File: config.mk
export PLATFORM = sky130hd
export DESIGN_NAME = dssp_top
export DESIGN_NICKNAME = d
export VERILOG_FILES = /design/src/dssp_pkg.sv /design/src/dssp_top.sv
export SDC_FILE = /design/constraint.sdc
export NUM_CORES = 1
export LEC_CHECK = 0
export BUFFER_PORTS_ARGS = -buffer_cell sky130_fd_sc_hd__clkbuf_2
export CAP_MARGIN = 40
export CORE_MARGIN = 10
export CORE_UTILIZATION = 35
export DETAILED_ROUTE_END_ITERATION = 7
export SYNTH_ARGS = -nofsm -noshare
export SYNTH_HDL_FRONTEND = slang
export SYNTH_SLANG_ARGS = --single-unit
export TNS_END_PERCENT = 30
File: constraint.sdc
create_clock -name aclk -period 4.45 [get_ports aclk]
set_input_delay 0.445 -clock aclk [delete_from_list [all_inputs] [get_ports aclk]]
set_output_delay 0.445 -clock aclk [all_outputs]
set_load 0.05 [all_outputs]
File: src/dssp_pkg.sv
`timescale 1ns/100ps
`default_nettype none

package dssp_pkg;

  localparam int          NUM_SETS      = 4;
  localparam int          AXI_AW        = 8;

  // Register byte offsets
  localparam logic [7:0]  OFF_CTRL      = 8'h00;
  localparam logic [7:0]  OFF_STATUS    = 8'h04;
  localparam logic [3:0]  SET_BASE_HI   = 4'h1;
  localparam logic [1:0]  FLD_LEN       = 2'h0;
  localparam logic [1:0]  FLD_WID       = 2'h1;
  localparam logic [1:0]  FLD_CNT       = 2'h2;

  // Control register fields
  localparam int          CTRL_START    = 0;
  localparam int          CTRL_STOP     = 1;
  localparam int          CTRL_SEL_LO   = 4;

  // Status register fields
  localparam int          ST_ARMED      = 0;
  localparam int          ST_RUN        = 1;
  localparam int          ST_OUT        = 2;
  localparam int          ST_STOP_PEND  = 3;
  localparam int          ST_SEL_LO     = 4;
  localparam int          ST_REPS_LO    = 16;

  // Setting ranges
  localparam logic [15:0] MIN_LEN       = 16'h0002;
  localparam logic [15:0] MIN_WID       = 16'h0001;
  localparam logic [15:0] MAX_WID       = 16'hFFFE;

  // Reset defaults, set 0 in the lowest slot
  localparam logic [3:0][15:0] DEF_LEN  = {16'h2710, 16'h03E8, 16'h0014, 16'h000A};
  localparam logic [3:0][15:0] DEF_WID  = {16'h1388, 16'h01F4, 16'h000A, 16'h0005};
  localparam logic [3:0][15:0] DEF_CNT  = {16'h000A, 16'h000A, 16'h0000, 16'h0000};

  localparam logic [1:0]  RESP_OKAY     = 2'h0;
  localparam logic [1:0]  RESP_SLVERR   = 2'h2;

  typedef enum logic [3:0] {
    DSSP_IDLE  = 4'h1,
    DSSP_ARMED = 4'h2,
    DSSP_ON    = 4'h4,
    DSSP_OFF   = 4'h8
  } dssp_state_t;

  typedef struct packed {
    logic s1;
    logic s2;
    logic s3;
    logic lvl;
  } dssp_sync_t;

endpackage

module dssp_pin_sync (
  // Clock and reset
  input  wire logic aclk,
  input  wire logic aresetn,
  // Pin side
  input  wire logic pin,
  // Filtered level
  output logic      level
);

  dssp_pkg::dssp_sync_t r;
  dssp_pkg::dssp_sync_t n;

  always_comb begin
    n    = r;
    n.s1 = pin;
    n.s2 = r.s1;
    n.s3 = r.s2;
    // Level changes once second and third stages agree
    if (r.s2 == r.s3) begin
      n.lvl = r.s3;
    end
  end

  always_ff @(posedge aclk) begin
    if (!aresetn) begin
      r <= '0;
    end else begin
      r <= n;
    end
  end

  assign level = r.lvl;

endmodule

`default_nettype wire

File: src/dssp_top.sv
// The placing of the registers and register access over AXI4-Lite were decided locally.
`timescale 1ns/100ps
`default_nettype none

module dssp_top (
  // Clock and reset
  input  wire logic        aclk,
  input  wire logic        aresetn,
  // AXI4-Lite write address
  input  wire logic        s_axi_awvalid,
  output logic             s_axi_awready,
  input  wire logic [7:0]  s_axi_awaddr,
  // AXI4-Lite write data
  input  wire logic        s_axi_wvalid,
  output logic             s_axi_wready,
  input  wire logic [31:0] s_axi_wdata,
  input  wire logic [3:0]  s_axi_wstrb,
  // AXI4-Lite write response
  output logic             s_axi_bvalid,
  input  wire logic        s_axi_bready,
  output logic [1:0]       s_axi_bresp,
  // AXI4-Lite read address
  input  wire logic        s_axi_arvalid,
  output logic             s_axi_arready,
  input  wire logic [7:0]  s_axi_araddr,
  // AXI4-Lite read data
  output logic             s_axi_rvalid,
  input  wire logic        s_axi_rready,
  output logic [31:0]      s_axi_rdata,
  output logic [1:0]       s_axi_rresp,
  // Drive pulse generator
  input  wire logic        drive_pulse_in,
  input  wire logic        drive_active_in,
  // Sensor connector
  output logic             split_sync_output
);

  typedef struct packed {
    dssp_pkg::dssp_state_t state;
    logic [3:0][15:0]      len;
    logic [3:0][15:0]      wid;
    logic [3:0][15:0]      cnt;
    logic [1:0]            sel;
    logic [15:0]           w_len;
    logic [15:0]           w_wid;
    logic [15:0]           w_cnt;
    logic [15:0]           pos;
    logic [15:0]           reps;
    logic                  out;
    logic                  stop_pend;
    logic                  pulse_prev;
    logic                  aw_held;
    logic [7:0]            awaddr;
    logic                  w_held;
    logic [31:0]           wdata;
    logic [3:0]            wstrb;
    logic                  bvalid;
    logic [1:0]            bresp;
    logic                  rvalid;
    logic [31:0]           rdata;
    logic [1:0]            rresp;
  } dssp_regs_t;

  dssp_regs_t r;
  dssp_regs_t n;

  logic       pulse_lvl;
  logic       drive_on;

  dssp_pin_sync u_pulse_sync (
    .aclk    (aclk),
    .aresetn (aresetn),
    .pin     (drive_pulse_in),
    .level   (pulse_lvl)
  );

  dssp_pin_sync u_active_sync (
    .aclk    (aclk),
    .aresetn (aresetn),
    .pin     (drive_active_in),
    .level   (drive_on)
  );

  // Byte-lane merge of a 16-bit setting
  function automatic logic [15:0] merge16(input logic [15:0] old,
                                          input logic [31:0] data,
                                          input logic [3:0]  strb);
    logic [15:0] v;
    v = old;
    if (strb[0]) begin
      v[7:0] = data[7:0];
    end
    if (strb[1]) begin
      v[15:8] = data[15:8];
    end
    return v;
  endfunction

  // Address falls on a setting field
  function automatic logic set_hit(input logic [7:0] a);
    logic [3:0] hi;
    hi = a[7:4] - dssp_pkg::SET_BASE_HI;
    return (a[7:4] >= dssp_pkg::SET_BASE_HI) && (hi < 4'(dssp_pkg::NUM_SETS))
           && (a[3:2] != 2'h3);
  endfunction

  // Set index of a setting address
  function automatic logic [1:0] set_idx(input logic [7:0] a);
    logic [3:0] hi;
    hi = a[7:4] - dssp_pkg::SET_BASE_HI;
    return hi[1:0];
  endfunction

  // Status word as software sees it
  function automatic logic [31:0] status_word(input dssp_regs_t s);
    logic [31:0] v;
    v                             = 32'h0000_0000;
    v[dssp_pkg::ST_ARMED]         = (s.state == dssp_pkg::DSSP_ARMED);
    v[dssp_pkg::ST_RUN]           = (s.state == dssp_pkg::DSSP_ON) ||
                                    (s.state == dssp_pkg::DSSP_OFF);
    v[dssp_pkg::ST_OUT]           = s.out;
    v[dssp_pkg::ST_STOP_PEND]     = s.stop_pend;
    v[dssp_pkg::ST_SEL_LO +: 2]   = s.sel;
    v[dssp_pkg::ST_REPS_LO +: 16] = s.reps;
    return v;
  endfunction

  // Register image loaded at reset
  function automatic dssp_regs_t reset_image();
    dssp_regs_t v;
    v       = '0;
    v.state = dssp_pkg::DSSP_IDLE;
    v.len   = dssp_pkg::DEF_LEN;
    v.wid   = dssp_pkg::DEF_WID;
    v.cnt   = dssp_pkg::DEF_CNT;
    return v;
  endfunction

  always_comb begin
    logic        pulse_edge;
    logic        do_write;
    logic        start_req;
    logic        stop_req;
    logic [1:0]  start_sel;
    logic [1:0]  idx;
    logic [15:0] v;
    logic        ok;
    logic [15:0] reps_inc;

    pulse_edge = 1'b0;
    do_write   = 1'b0;
    start_req  = 1'b0;
    stop_req   = 1'b0;
    start_sel  = 2'h0;
    idx        = 2'h0;
    v          = 16'h0000;
    ok         = 1'b1;
    reps_inc   = 16'h0000;
    n          = r;

    // Drive pulse edge from the filtered pin level
    n.pulse_prev = pulse_lvl;
    pulse_edge   = pulse_lvl & ~r.pulse_prev;

    // Write address and data captured in either order
    if (s_axi_awvalid && s_axi_awready) begin
      n.aw_held = 1'b1;
      n.awaddr  = s_axi_awaddr;
    end
    if (s_axi_wvalid && s_axi_wready) begin
      n.w_held = 1'b1;
      n.wdata  = s_axi_wdata;
      n.wstrb  = s_axi_wstrb;
    end
    if (s_axi_bvalid && s_axi_bready) begin
      n.bvalid = 1'b0;
    end

    do_write = r.aw_held && r.w_held && !r.bvalid;
    if (do_write) begin
      n.aw_held = 1'b0;
      n.w_held  = 1'b0;
      n.bvalid  = 1'b1;
      n.bresp   = dssp_pkg::RESP_OKAY;
      if (r.awaddr == dssp_pkg::OFF_CTRL) begin
        if (r.wstrb[0]) begin
          // Command takes effect on the cycle the write completes
          start_req = r.wdata[dssp_pkg::CTRL_START];
          stop_req  = r.wdata[dssp_pkg::CTRL_STOP];
          start_sel = r.wdata[dssp_pkg::CTRL_SEL_LO +: 2];
        end
      end else if (r.awaddr == dssp_pkg::OFF_STATUS) begin
        n.bresp = dssp_pkg::RESP_OKAY;
      end else if (set_hit(r.awaddr)) begin
        idx = set_idx(r.awaddr);
        case (r.awaddr[3:2])
          dssp_pkg::FLD_LEN: begin
            v  = merge16(r.len[idx], r.wdata, r.wstrb);
            ok = (v >= dssp_pkg::MIN_LEN);
            if (ok) begin
              n.len[idx] = v;
            end
          end
          dssp_pkg::FLD_WID: begin
            v  = merge16(r.wid[idx], r.wdata, r.wstrb);
            ok = (v >= dssp_pkg::MIN_WID) && (v <= dssp_pkg::MAX_WID);
            if (ok) begin
              n.wid[idx] = v;
            end
          end
          default: begin
            v          = merge16(r.cnt[idx], r.wdata, r.wstrb);
            n.cnt[idx] = v;
          end
        endcase
        if (!ok) begin
          n.bresp = dssp_pkg::RESP_SLVERR;
        end
      end else begin
        n.bresp = dssp_pkg::RESP_SLVERR;
      end
    end

    // Read channel
    if (s_axi_rvalid && s_axi_rready) begin
      n.rvalid = 1'b0;
    end
    if (s_axi_arvalid && s_axi_arready) begin
      n.rvalid = 1'b1;
      n.rresp  = dssp_pkg::RESP_OKAY;
      n.rdata  = 32'h0000_0000;
      if (s_axi_araddr == dssp_pkg::OFF_CTRL) begin
        n.rdata = 32'h0000_0000;
      end else if (s_axi_araddr == dssp_pkg::OFF_STATUS) begin
        n.rdata = status_word(r);
      end else if (set_hit(s_axi_araddr)) begin
        idx = set_idx(s_axi_araddr);
        case (s_axi_araddr[3:2])
          dssp_pkg::FLD_LEN: n.rdata[15:0] = r.len[idx];
          dssp_pkg::FLD_WID: n.rdata[15:0] = r.wid[idx];
          default:           n.rdata[15:0] = r.cnt[idx];
        endcase
      end else begin
        n.rresp = dssp_pkg::RESP_SLVERR;
      end
    end

    // Split pulse generator
    reps_inc = r.reps + 16'h0001;
    case (r.state)
      dssp_pkg::DSSP_IDLE: begin
        n.out       = 1'b0;
        n.stop_pend = 1'b0;
        if (start_req && !stop_req) begin
          // Snapshot of the selected set, fresh counters
          n.sel   = start_sel;
          n.w_len = r.len[start_sel];
          n.w_wid = r.wid[start_sel];
          n.w_cnt = r.cnt[start_sel];
          n.pos   = 16'h0000;
          n.reps  = 16'h0000;
          n.state = dssp_pkg::DSSP_ARMED;
        end
      end
      dssp_pkg::DSSP_ARMED: begin
        if (stop_req) begin
          n.state = dssp_pkg::DSSP_IDLE;
        end else if (drive_on && pulse_edge) begin
          // First drive pulse after arming, with the drive active, raises the output
          n.out   = 1'b1;
          n.pos   = 16'h0001;
          n.state = dssp_pkg::DSSP_ON;
        end
      end
      dssp_pkg::DSSP_ON: begin
        if (stop_req) begin
          n.stop_pend = 1'b1;
        end
        if (!drive_on) begin
          n.out   = 1'b0;
          n.state = dssp_pkg::DSSP_IDLE;
        end else if (pulse_edge) begin
          // Positions counted in filtered drive pulse edges only
          if (r.pos == r.w_wid) begin
            n.out  = 1'b0;
            n.reps = reps_inc;
            n.pos  = r.pos + 16'h0001;
            if ((r.w_cnt != 16'h0000) && (reps_inc == r.w_cnt)) begin
              n.state = dssp_pkg::DSSP_IDLE;
            end else if (r.stop_pend || stop_req) begin
              n.state = dssp_pkg::DSSP_IDLE;
            end else begin
              n.state = dssp_pkg::DSSP_OFF;
            end
          end else begin
            n.pos = r.pos + 16'h0001;
          end
        end
      end
      dssp_pkg::DSSP_OFF: begin
        if (!drive_on) begin
          n.out   = 1'b0;
          n.state = dssp_pkg::DSSP_IDLE;
        end else if (stop_req) begin
          // Output already low, stop at once
          n.state = dssp_pkg::DSSP_IDLE;
        end else if (pulse_edge) begin
          if (r.pos == r.w_len) begin
            n.out   = 1'b1;
            n.pos   = 16'h0001;
            n.state = dssp_pkg::DSSP_ON;
          end else begin
            n.pos = r.pos + 16'h0001;
          end
        end
      end
      default: begin
        n.out   = 1'b0;
        n.state = dssp_pkg::DSSP_IDLE;
      end
    endcase
  end

  always_ff @(posedge aclk) begin
    if (!aresetn) begin
      r <= reset_image();
    end else begin
      r <= n;
    end
  end

  // Bus handshakes
  assign s_axi_awready     = !r.aw_held && !r.bvalid;
  assign s_axi_wready      = !r.w_held && !r.bvalid;
  assign s_axi_bvalid      = r.bvalid;
  assign s_axi_bresp       = r.bresp;
  assign s_axi_arready     = !r.rvalid;
  assign s_axi_rvalid      = r.rvalid;
  assign s_axi_rdata       = r.rdata;
  assign s_axi_rresp       = r.rresp;

  // Dedicated connector line, straight from a flip-flop
  assign split_sync_output = r.out;

endmodule

`default_nettype wire

==> flow_summary_export.csv <==
group,metric,value,unit
drt,drt-vias-per-instance,5.82,
timing,rsz0062_at_grt,"no",
floorplanning,core_area,54100,µm²
cells_and_area,fill_cells,5373,
cts,htreeDepth,2,
timing,clock.fmax,260,MHz
timing,min_period,3850,ps
critical_path,rr_endpoint,"r[290]$_SDFFE_PN1P_",
run,maxCapViolations,0,
yosys,synthAdderAreaFrac,0.00520,
cells_and_area,utilization,0.394,
critical_path,crit_type,"reg2reg",
critical_path,critical_path.cell_chain,"inv_1, ha_1, buf_4, nand2b_1, buf_4, o221ai_1, o2111ai_1, nor4_2, nand2_2, and3_1, buf_8, o31a_1",
drt,drc,0,
timing,tightest_slew,1020,ps
timing,tns,0,ps
yosys,ys_ff_latch,353,
yosys,yosysSeqAreaShare,0.367,
yosys,synth_edf_count,0,
floorplanning,die_x,255,µm
yosys,synthSimpleGateAreaFrac,0.175,
grt,grt_pass1_wl,93.9,mm
cts,numCtsBuffers,39,
worst_hold_path,min_from,"s_axi_rready",
critical_path,cp_slowest_cell,"o221ai_1",
cells_and_area,nets,2228,
yosys,syn_avg_cell_area,8.72,µm²
floorplanning,die_h,255,µm
critical_path,critPathMostFrequentCell,"buf_4",
timing,fin_crit_sh,0.865,
cells_and_area,n_antenna_cell,0,
worst_hold_path,hold_class,"in2reg",
yosys,yosys.cell_types.count,76,
cells_and_area,fin_area,21300,µm²
yosys,synth_top_family_by_area,"multiplexers",
power,ir_worst_vdd,0.222,mV
cts,cts_resized,0,
yosys,ys_warn_count,0,
drt,postRouteAntennaNets,0,
cts,holdBufCountCts,0,
grt,first_global_vias,15900,
critical_path,critPathTopFamily,"simple AND/OR/NAND/NOR gates",
critical_path,crit_arrival,4310,ps
floorplanning,ioPinCount,103,
yosys,synth_compound_area_frac,0.173,
timing,relSlewSlack,0.311,
critical_path,cpPeakStageDelay,450,ps
critical_path,crit_buf_inv,4,
yosys,synth_xor_area_frac,0.0291,
timing,hold_viol_final,0,
cts,cts_sinks,353,
timing,slew_viol_final,0,
place,place_area,19900,µm²
critical_path,start_kind,"flop",
drt,post_drt_wl_per_cell,21.2,µm
drt,first_pass_iters,5,
power,p_leak,7.28,nW
critical_path,worst-endpoint-required,4910,ps
critical_path,timing.rr.start,"r[80]$_SDFFE_PN0P_",
floorplanning,rows,85,
yosys,postSynthCellCount,2209,
grt,grt_max_degree,135,
cells_and_area,multi_input_area,11000,µm²
critical_path,end_kind,"flop",
grt,track_usage,0.184,
yosys,synth-async-reset-ratio,0,
yosys,syn-cell-area,19300,µm²
cells_and_area,seqCellArea,7070,µm²
timing,skew,19.1,ps
cts,cts_setup_buffers,0,
outcome,outcome,"complete, no violations",
power,p_per_area,343,nW/µm²
grt,grt_overflow,0,
cells_and_area,drive_gt1_frac,0.156,
worst_hold_path,worst_hold_path.num_cells,2,
cts,clk_latency,570,ps
timing,setup_viol,0,
yosys,ys.flop_type,"dfxtp_1",
cts,cts_root_buf,"clkbuf_16",
cells_and_area,area_growth,10.7,%
drt,drt_iter0_drc,1570,
place,portBuffers,82,
critical_path,rrSetupSlack,600,ps
critical_path,worstRegToRegCells,12,
cts,cts_buffer_depth,3,
worst_hold_path,whs_endpoint,"s_axi_rvalid$_SDFFE_PN0P_",
yosys,synth.mux.area_fraction,0.189,
drt,routed_wl,61.3,mm
cts,tritoncts,"done",
place,dp_hpwl,41.3,mm
floorplanning,dieArea,64800,µm²
critical_path,crit_fanout,19,
floorplanning,initial_core_util,0.356,
place,gp_congestion,0.905,
cts,clk_pin_slew,60,ps
drt,vias,16800,
grt,antenna_found_initial,0,
cell usage after synthesis, drive strengths merged, types with 4 or more instances:
cell type | number | area, µm²
ha | 8 | 100
buf | 91 | 643
o211ai | 56 | 430
o22ai | 26 | 163
or3b | 4 | 35.0
a21oi | 124 | 624
mux4 | 68 | 1530
a22oi | 34 | 255
o21ai | 121 | 606
nor2 | 176 | 661
o31a | 9 | 78.8
a31oi | 7 | 43.8
inv | 14 | 52.6
nor3 | 23 | 115
xor2 | 33 | 289
nand4 | 19 | 119
or2 | 5 | 31.3
nand2 | 350 | 1320
o21bai | 8 | 60.1
or3 | 9 | 56.3
nor2b | 5 | 31.3
o21a | 7 | 52.6
dfxtp | 353 | 7070
and3 | 15 | 98.8
nor4b | 4 | 41.3
nand3 | 85 | 425
o221ai | 25 | 238
xnor2 | 31 | 272
nand2b | 5 | 31.3
mux2i | 157 | 1570
and4 | 4 | 35.0
clkbuf | 132 | 495
a211oi | 69 | 518
and2 | 14 | 87.6
nor4 | 21 | 138
mux2 | 47 | 529
a21boi | 10 | 75.1
cell usage in the layout, fill, tap and decap left out, drive strengths merged, types with 56 or more instances in the layout:
cell / n
dfxtp: 353
nand2: 350
nor2: 176
mux2i: 157
clkbuf: 131
a21oi: 124
o21ai: 121
nand3: 85
a211oi: 69
mux4: 68
o211ai: 56
state kept, by name, indices dropped and copies added (netlist names):
name	count
r	308
s_axi_rdata	32
u_active_sync.n	2
u_pulse_sync.n	2
s_axi_bresp	1
s_axi_bvalid	1
s_axi_rresp	1
s_axi_rvalid	1
split_sync_output	1
u_active_sync.level	1
u_active_sync.r	1
u_pulse_sync.level	1
u_pulse_sync.r	1
worst register-to-register path: stages (launching register included):
cell and delay (ps):
dfxtp_1 410, inv_1 120, ha_1 430, buf_4 370, nand2b_1 90, buf_4 230, o221ai_1 450, o2111ai_1 230
nor4_2 360, nand2_2 280, and3_1 340, buf_8 190, o31a_1 240
logic make-up (layout without fill, tap and decap cells):
family,count (synthesis),count (layout)
adder cells (fa/ha/maj),8,8
flip-flops,353,353
AND/OR/NAND/NOR,756,756
AO/OA/AOI/OAI,517,517
buffers and inverters,238,217
other,1,2
XOR/XNOR,64,64
multiplexers,272,272
final cells by class:
type                       count  share of cell area
sequential                   353               0.332
inverter                      15             0.00288
multi-input combinational   1619               0.518
timing repair buffer         131              0.0425
clock inverter                20              0.0115
clock buffer                  51              0.0527
tap                          696              0.0409
stage by stage:
stage / worst slack, ps / hold slack [ps] / cells / total power, mW
floorplan: 551 / 412 / 2210 / 3.73
global placement: 487 / 431 / 2810 / 3.91
detailed placement: 671 / 429 / 2812 / 3.92
CTS: 654 / 29.7 / 2883 / 7.36
global route: 351 / 44.5 / 2885 / 7.53
finish: 600 / 53.9 / 2885 / 7.31
layer usage:
| metal | track usage | vias up | wire length (µm) |
|---|---|---|---|
| li1 | - | 7888 | - |
| met1 | 0.253 | 8095 | 27600 |
| met2 | 0.276 | 693 | 26300 |
| met3 | 0.0411 | 108 | 5410 |
| met4 | 0.0719 | 0 | 1950 |
| met5 | 0 | - | 0 |
power by group:
part / switching [mW] / internal [mW] / total, mW
clock network: 1.38 / 2.07 / 3.46
registers: 0.0240 / 3.19 / 3.21
logic: 0.441 / 0.207 / 0.648
how the worst max path moves through the flow:
stage          cells past startpoint                  end  slack (ps)                from
6_report                          12  r[290]$_SDFFE_PN1P_         600  r[80]$_SDFFE_PN0P_
5_1_grt                           11  r[332]$_SDFFE_PN1P_         350  r[80]$_SDFFE_PN0P_
4_1_cts                           11  r[336]$_SDFFE_PN1P_         650  r[80]$_SDFFE_PN0P_
3_5_place_dp                      11  r[336]$_SDFFE_PN1P_         670  r[80]$_SDFFE_PN0P_
3_3_place_gp                      11  r[293]$_SDFFE_PN1P_         490  r[80]$_SDFFE_PN0P_
2_1_floorplan                     18  r[244]$_SDFFE_PN0P_         550  r[79]$_SDFFE_PN0P_
Power figures use the tool's default switching activity.
